<file path="src/rtl/psi_pkg.sv">
// Package for the PHY status and interrupt block: map, fields and types.
// Functional notes
// - Bits 14/13 show speed and duplex.
// - Bit 12 latches page received until cleared.
// - Bit 11 high when negotiation done or off.
// - Bit 10 shows current link state.
// - Bit 8 shows crossed wiring in use.
// - Bit 6 shows core sleeping.
// - Bit 1 shows ten megabit polarity.
// - Bit 0 shows jabber; reserved bits zero.
// - Mask enables at documented bits; rest reserved.
// - Mask bit 1 enables; resets to zero.
// - Event bit 15 latches negotiation error.
// - Event bit 14 latches speed change.
// - Event bit 13 latches duplex change.
// - Event bit 12 latches page received.
// - Event bit 11 latches negotiation complete.
// - Event bit 10 latches link change.
// - Event bit 7 latches elastic buffer error.
// - Event bit 6 latches crossover change.
// - Event bit 4 latches sleep change.
// - Event bit 1 latches polarity change.
// - Event bit 0 latches jabber detected.
// - Polarity 1 gives active low pin.
package psi_pkg;
  localparam logic [7:0]  IDX_STATUS  = 8'h11;
  localparam logic [7:0]  IDX_MASK    = 8'h12;
  localparam logic [7:0]  IDX_EVENT   = 8'h13;
  localparam logic [7:0]  IDX_CTRL    = 8'h14;
  localparam logic [7:0]  A_STATUS    = {IDX_STATUS[5:0], 2'h0};
  localparam logic [7:0]  A_MASK      = {IDX_MASK[5:0], 2'h0};
  localparam logic [7:0]  A_EVENT     = {IDX_EVENT[5:0], 2'h0};
  localparam logic [7:0]  A_CTRL      = {IDX_CTRL[5:0], 2'h0};
  localparam int          S_SPEED     = 14;
  localparam int          S_DUPLEX    = 13;
  localparam int          S_PAGE      = 12;
  localparam int          S_ANDONE    = 11;
  localparam int          S_LINK      = 10;
  localparam int          S_XOVER     = 8;
  localparam int          S_SLEEP     = 6;
  localparam int          S_POL       = 1;
  localparam int          S_JAB       = 0;
  localparam int          E_ANERR     = 15;
  localparam int          E_SPEED     = 14;
  localparam int          E_DUPLEX    = 13;
  localparam int          E_PAGE      = 12;
  localparam int          E_ANDONE    = 11;
  localparam int          E_LINK      = 10;
  localparam int          E_FIFO      = 7;
  localparam int          E_XOVER     = 6;
  localparam int          E_SLEEP     = 4;
  localparam int          E_POL       = 1;
  localparam int          E_JAB       = 0;
  localparam int          C_POL       = 13;
  localparam logic [15:0] MASK_WMASK  = 16'hFCD3;
  localparam logic [15:0] MASK_RST    = 16'h0000;
  localparam logic [15:0] EVENT_RST   = 16'h0000;
  localparam logic        POL_RST     = 1'b1;

  typedef struct packed {
    logic speed;
    logic duplex;
    logic page_rx;
    logic an_enabled;
    logic an_done;
    logic link_up;
    logic crossed_wiring;
    logic sleep;
    logic rx_polarity;
    logic jabber;
    logic an_error;
    logic fifo_err;
  } psi_phy_t;

  typedef struct packed {
    logic [15:0] mask;
    logic [15:0] ev;
    logic        page;
    logic        pol;
    logic [5:0]  prev;
    logic        an_prev;
    logic        jab_prev;
    logic        primed;
    logic        ready;
    logic        err;
    logic [31:0] rdata;
    logic        pin;
  } psi_state_t;
endpackage

</file>
<file path="src/rtl/psi_top.sv">
// PHY status, event latching and interrupt pin logic behind an APB slave.
`timescale 1ns/1ps
module psi_top
  import psi_pkg::*;
(
  input  wire logic        clk,
  input  wire logic        nrst,
  input  wire logic        psel,
  input  wire logic        penable,
  input  wire logic        pwrite,
  input  wire logic [7:0]  paddr,
  input  wire logic [31:0] pwdata,
  output logic             pready,
  output logic [31:0]      prdata,
  output logic             pslverr,
  input  wire psi_phy_t    phy,
  output logic             int_pin
);

  logic       rst_meta_q;
  logic       rst_n_q;
  psi_state_t s_q;
  psi_state_t s_d;

  // Reset is asserted at once and released two edges later.
  always_ff @(posedge clk or negedge nrst) begin
    if (!nrst) begin
      rst_meta_q <= 1'b0;
      rst_n_q    <= 1'b0;
    end else begin
      rst_meta_q <= 1'b1;
      rst_n_q    <= rst_meta_q;
    end
  end

  logic [5:0]  cur;
  logic [15:0] status;
  logic [15:0] new_ev;
  logic        access;
  logic        done;
  logic        mapped;
  logic        irq;

  assign cur = {phy.speed, phy.duplex, phy.link_up,
                phy.crossed_wiring, phy.sleep, phy.rx_polarity};
  assign access = psel && penable;
  assign done = access && s_q.ready;
  assign mapped = (paddr == A_STATUS) || (paddr == A_MASK) ||
                  (paddr == A_EVENT) || (paddr == A_CTRL);

  always_comb begin
    status = 16'h0000;
    status[S_SPEED]  = phy.speed;
    status[S_DUPLEX] = phy.duplex;
    status[S_PAGE]   = s_q.page;
    status[S_ANDONE] = phy.an_done || !phy.an_enabled;
    status[S_LINK]   = phy.link_up;
    status[S_XOVER]  = phy.crossed_wiring;
    status[S_SLEEP]  = phy.sleep;
    status[S_POL]    = phy.rx_polarity;
    status[S_JAB]    = phy.jabber;
  end

  always_comb begin
    new_ev = 16'h0000;
    new_ev[E_ANERR]  = phy.an_error;
    new_ev[E_SPEED]  = s_q.primed && (cur[5] != s_q.prev[5]);
    new_ev[E_DUPLEX] = s_q.primed && (cur[4] != s_q.prev[4]);
    new_ev[E_PAGE]   = phy.page_rx;
    new_ev[E_ANDONE] = s_q.primed && phy.an_done && !s_q.an_prev;
    new_ev[E_LINK]   = s_q.primed && (cur[3] != s_q.prev[3]);
    new_ev[E_FIFO]   = phy.fifo_err;
    new_ev[E_XOVER]  = s_q.primed && (cur[2] != s_q.prev[2]);
    new_ev[E_SLEEP]  = s_q.primed && (cur[1] != s_q.prev[1]);
    new_ev[E_POL]    = s_q.primed && (cur[0] != s_q.prev[0]);
    new_ev[E_JAB]    = s_q.primed && phy.jabber && !s_q.jab_prev;
  end

  always_comb begin
    s_d          = s_q;
    s_d.prev     = cur;
    s_d.an_prev  = phy.an_done;
    s_d.jab_prev = phy.jabber;
    // Change detection waits one cycle so reset values raise no event.
    s_d.primed   = 1'b1;
    s_d.ready    = 1'b0;
    s_d.err      = 1'b0;
    // Only reported bits clear, so an event in the wait state stays pending.
    // clear on read, new events win
    if (done && !pwrite && paddr == A_EVENT) begin
      s_d.ev = (s_q.ev & ~s_q.rdata[15:0]) | new_ev;
    end else begin
      s_d.ev = s_q.ev | new_ev;
    end
    if (done && !pwrite && paddr == A_STATUS) begin
      s_d.page = (s_q.page && !s_q.rdata[S_PAGE]) || phy.page_rx;
    end else begin
      s_d.page = s_q.page || phy.page_rx;
    end
    // One wait state: data is captured on the same edge that raises pready.
    if (access && !s_q.ready) begin
      s_d.ready = 1'b1;
      s_d.err   = !mapped;
      s_d.rdata = 32'h0000_0000;
      if (!pwrite) begin
        unique case (paddr)
          A_STATUS: s_d.rdata[15:0] = status;
          A_MASK:   s_d.rdata[15:0] = s_q.mask;
          A_EVENT:  s_d.rdata[15:0] = s_q.ev;
          A_CTRL:   s_d.rdata[C_POL] = s_q.pol;
          default:  s_d.rdata = 32'h0000_0000;
        endcase
      end
    end
    if (done && pwrite) begin
      if (paddr == A_MASK) begin
        s_d.mask = pwdata[15:0] & MASK_WMASK;
      end
      if (paddr == A_CTRL) begin
        s_d.pol = pwdata[C_POL];
      end
    end
    irq     = |(s_d.ev & s_d.mask);
    s_d.pin = s_d.pol ? !irq : irq;
  end

  always_ff @(posedge clk or negedge rst_n_q) begin
    if (!rst_n_q) begin
      s_q          <= '0;
      s_q.mask     <= MASK_RST;
      s_q.ev       <= EVENT_RST;
      s_q.pol      <= POL_RST;
      s_q.pin      <= POL_RST;
    end else begin
      s_q <= s_d;
    end
  end

  assign pready  = s_q.ready;
  assign pslverr = s_q.err;
  assign prdata  = s_q.rdata;
  assign int_pin = s_q.pin;

  logic rd_status;
  assign rd_status = access && !s_q.ready && !pwrite &&
                     paddr == A_STATUS;
endmodule // psi_top

</file>
<file path="config.mk">
export PLATFORM = sky130hd
export DESIGN_NAME = psi_top
export DESIGN_NICKNAME = d
export VERILOG_FILES = /design/src/rtl/psi_pkg.sv /design/src/rtl/psi_top.sv
export SDC_FILE = /design/constraint.sdc
export NUM_CORES = 1
export LEC_CHECK = 0
export BUFFER_PORTS_ARGS = -buffer_cell sky130_fd_sc_hd__buf_2
export CAP_MARGIN = 30
export CORE_ASPECT_RATIO = 0.75
export CORE_MARGIN = 5
export CORE_UTILIZATION = 46
export DETAILED_ROUTE_END_ITERATION = 8
export PLACE_DENSITY = 0.76
export SLEW_MARGIN = 40
export SYNTH_ARGS = -nofsm -noshare
export SYNTH_HDL_FRONTEND = slang
export SYNTH_SLANG_ARGS = --single-unit
</file>
<file path="constraint.sdc">
create_clock -name clk -period 2 [get_ports clk]
set_input_delay 0.1 -clock clk [delete_from_list [all_inputs] [get_ports clk]]
set_output_delay 0.1 -clock clk [all_outputs]
set_load 0.02 [all_outputs]
</file>
==> summary.txt <==
Run status
  – Outcome: complete, but fails checks
  – Failing checks: negative setup slack

Finish
  – Final Cell Area: 0.003862 mm2
  – Filler instances: 531
  – Area Growth Syn to Fin: 25.39%
  – Layout cell share with drive strength beyond 1: 0.3956
  – ANT cells: 0
  – Layout Nets: 416

Critical path
  – Worst Path Arrival: 2.60 ns
  – Reg2reg end: int_pin$_DFF_PN1_
  – Critical Path RT: 2.26 ns
  – Reg2Reg Depth: 8
  – Worst-path maximum fanout: 6
  – CP Capture Type: flop
  – R2r startpoint: pready$_DFF_PN0_
  – Setup slack, reg-to-reg: -0.34 ns
  – CP peak stage delay: 0.42 ns
  – CP max-delay cell: a2111o_1
  – Setup CP Type: flop to flop
  – CP bufs+invs: 2
  – CP Launch Type: flop
  – Family with the most delay on the worst path: simple AND/OR/NAND/NOR gates
  – Worst-path cell chain: and4_4 > nand4_4 > buf_4 > buf_6 > mux2_4 > a2111o_1 > nor4_2 > xnor2_1

STA
  – Tmin final: 2.341 ns
  – Final Cycle Share: 1.170
  – Worst clock skew: 0.008380 ns
  – Final hold violation count: 0
  – # setup viols final: 1
  – RSZ-0062 raised after global routing: true
  – Post-route worst setup slack: -0.3409 ns
  – TNS Setup: -0.3409 ns
  – F_max: 427.2 MHz
  – Slew Viols, Final: 0

Global route
  – Grt ovf: 0
  – GR Layer Usage met2: 0.2851
  – Total Routing Usage GR: 0.1848
  – Largest net degree at the start of global routing: 34
  – Global-route wire length before repair: 12170 um
  – Grt met1 use: 0.2476
  – Vias in the first global route: 2390
  – GR met3 Demand/Resource: 0.07387
  – Most used routing layer: met2
  – Initial antenna violation count: 0

CTS
  – Clock latency on the worst-skew pair: 0.34 ns
  – H-Tree Depth: 3
  – Number of buffers created by CTS: 9
  – Root Driver: clkbuf_8
  – Clock slew at reported path FFs: 0.07 ns
  – Max Buffers Root-to-Sink: 2
  – Clock sinks: 64
  – CTS tree: built

Die
  – Starting Density: 0.4804
  – Ports: 92
  – Core area: 0.006412 mm2
  – Die Ht: 80.87 um
  – # rows: 25
  – Area of the die: 0.008450 mm2
  – Die width: 104.5 um

Detailed routing
  – DRC viols: 0
  – Via Count: 2300
  – DRT Pass-1 Iters: 4
  – Final wirelength: 7507 um
  – Drt via density: 5.169
  – Drt initial violations: 116
  – Antenna Nets Post-Route: 0
  – WL/cell: 16.87 um

Logic synthesis
  – Number of synthesized register bits: 64
  – Post-synthesis compound-gate area fraction: 0.1243
  – Register area share after synthesis: 0.5207
  – Syn. warnings: 0
  – Area share of and/or/nand/nor cells after synthesis: 0.1271
  – Top cell type's share of synthesized area: 0.5037
  – Synth Area in XOR/XNOR: 0.02275
  – Synth cell types: 44
  – Area leader, netlist: dfrtp_1
  – Adder-Cell Fraction of Synth Area: 0
  – Most frequent cells after synthesis: dfrtp_1 (62), buf_4 (34), nand2_1 (27), mux2_2 (16), o21ai_0 (16)
  – Synthesized area: 0.003080 mm2
  – Mux contribution to synthesized area: 0.09911
  – Combinational family with the most area after synthesis: simple AND/OR/NAND/NOR gates
  – Largest cells by area after synthesis: dfrtp_1 (50%), buf_4 (8.3%), mux2_2 (5.8%)
  – Syn_area_per_cell: 11.58 um2
  – Post-synth EDFFs: 0
  – Most frequent cell after synthesis: dfrtp_1
  – Top FF cell, synth: dfrtp_1
  – Async set-reset flop share out of synthesis: 1.000
  – Mapped Cells: 266

Placement
  – Port buffer count: 54
  – Gp weighted congestion: 0.8284
  – Placed Area: 0.003416 mm2
  – Post-DP HPWL: 5500 um

Power
  – Flop pwr share: 0.497
  – P_sw: 0.0006395 W
  – Leakage power: 1.926 nW
  – Sw frac: 0.2407
  – Clock network fraction of design power: 0.412
  – Final Total Pwr: 0.002657 W
  – Gate power share: 0.091
  – Power Density: 687.8 mW/mm2
  – P_int: 0.002017 W
  – Worst IR Drop VDD: 0.4856 mV

Worst hold path
  – WHS Path Cells: 2
  – Min-Delay Path Class: input pin to flop
  – Hold Path End: s_q[68]$_DFF_PN0_
  – Hold path startpoint: pwdata[6]

Job
  – Max Cap Viol: 0
==> layout by cell type (no fill, tap or decap), types with 2 or more instances in the layout <==
| cell | n |
|---|---|
| buf_4 | 35 |
| mux2_2 | 15 |
| buf_2 | 54 |
| or2_2 | 5 |
| mux2i_1 | 8 |
| a32o_1 | 2 |
| a22o_1 | 5 |
| o22ai_1 | 2 |
| inv_1 | 4 |
| dfstp_2 | 2 |
| xnor2_1 | 2 |
| conb_1 | 18 |
| clkinv_2 | 3 |
| nand2_1 | 27 |
| dfrtp_1 | 60 |
| a2111o_1 | 2 |
| nand3b_1 | 4 |
| nor2_1 | 8 |
| dfrtp_2 | 2 |
| mux2_4 | 4 |
| and2_1 | 4 |
| clkbuf_1 | 2 |
| dlygate4sd3_1 | 14 |
| o21ai_0 | 16 |
| a221o_1 | 2 |
| buf_6 | 4 |
| nor2b_1 | 2 |
| and2_4 | 2 |
| clkbuf_8 | 10 |
| xor2_1 | 6 |
| a21boi_0 | 9 |
| and4_4 | 2 |
| o21a_1 | 4 |
| a22oi_1 | 9 |
==> cells by family (layout without fill, tap and decap cells) <==
group           Yosys count  count (layout)
mux                      27              27
flops                    64              64
buf+inv                  45             127
xor+xnor                  8               8
other cells               2              18
simple gates             66              66
compound gates           54              54
==> power by group through the flow <==
stage	sequential [W]	combinational (W)	clock [W]
6_report	0.00132	0.000242	0.00110
5_1_grt	0.00132	0.000264	0.00118
4_1_cts	0.00132	0.000239	0.00111
3_5_place_dp	0.00134	0.000218	0
3_3_place_gp	0.00134	0.000214	0
2_1_floorplan	0.00136	0.000128	0
==> layout make-up <==
cell class,count,area [um2],share of cell area
clock buffers,12,145.1,0.03758
clock inverters,4,45.04,0.01166
inverters,4,15.01,0.003887
multi-input cells,173,1231,0.3188
flip-flops and latches,64,1607,0.4159
well taps,81,101.3,0.02624
repair buffers,107,718.2,0.1859
==> repair_timing <==
item / 4_1_cts / 5_1_grt
hold endpoints to repair: 13 / 2
pin swaps: 7 / 4
endpoints found under the setup margin: 1 / 1
hold buffers: 12 / 2
gates cloned: 0 / 0
gates resized for setup: 8 / 1
setup buffers: 8 / 4
==> worst max path at each step <==
stage | from | endpoint | depth (start not counted)
detailed placement | pready$_DFF_PN0_ | int_pin$_DFF_PN1_ | 7
finish | pready$_DFF_PN0_ | int_pin$_DFF_PN1_ | 8
global placement | pready$_DFF_PN0_ | int_pin$_DFF_PN1_ | 7
floorplan | pready$_DFF_PN0_ | int_pin$_DFF_PN1_ | 7
CTS | pready$_DFF_PN0_ | int_pin$_DFF_PN1_ | 8
global route | pready$_DFF_PN0_ | int_pin$_DFF_PN1_ | 8
==> layer usage <==
metal	wire [um]	vias up	share of wire
met4	48	0	0.0064
met3	641	4	0.085
met2	3432	101	0.46
met1	3384	1124	0.45
met5	0	-	0
li1	-	1071	-
==> flip-flops by register name, summed over array words and instances, names as in the netlist <==
signal,cells
s_q,43
pslverr,1
rst_meta_q,1
prdata,16
rst_n_q,1
pready,1
int_pin,1
==> through the flow <==
| stage | util | worst slack (ns) | std cells | hold WS, ns |
|---|---|---|---|---|
| 4_1_cts | 0.5940 | -0.2725 | 439 | 0.0004982 |
| 3_5_place_dp | 0.5327 | -0.2928 | 403 | -0.1123 |
| 6_report | 0.6023 | -0.3409 | 445 | 0.01969 |
| 5_1_grt | 0.6023 | -0.4160 | 445 | 0.007405 |
| 3_3_place_gp | 0.5327 | -0.2760 | 403 | -0.1136 |
| 2_1_floorplan | - | -0.1562 | 282 | -0.1956 |
(Power assumes the default switching activity.)
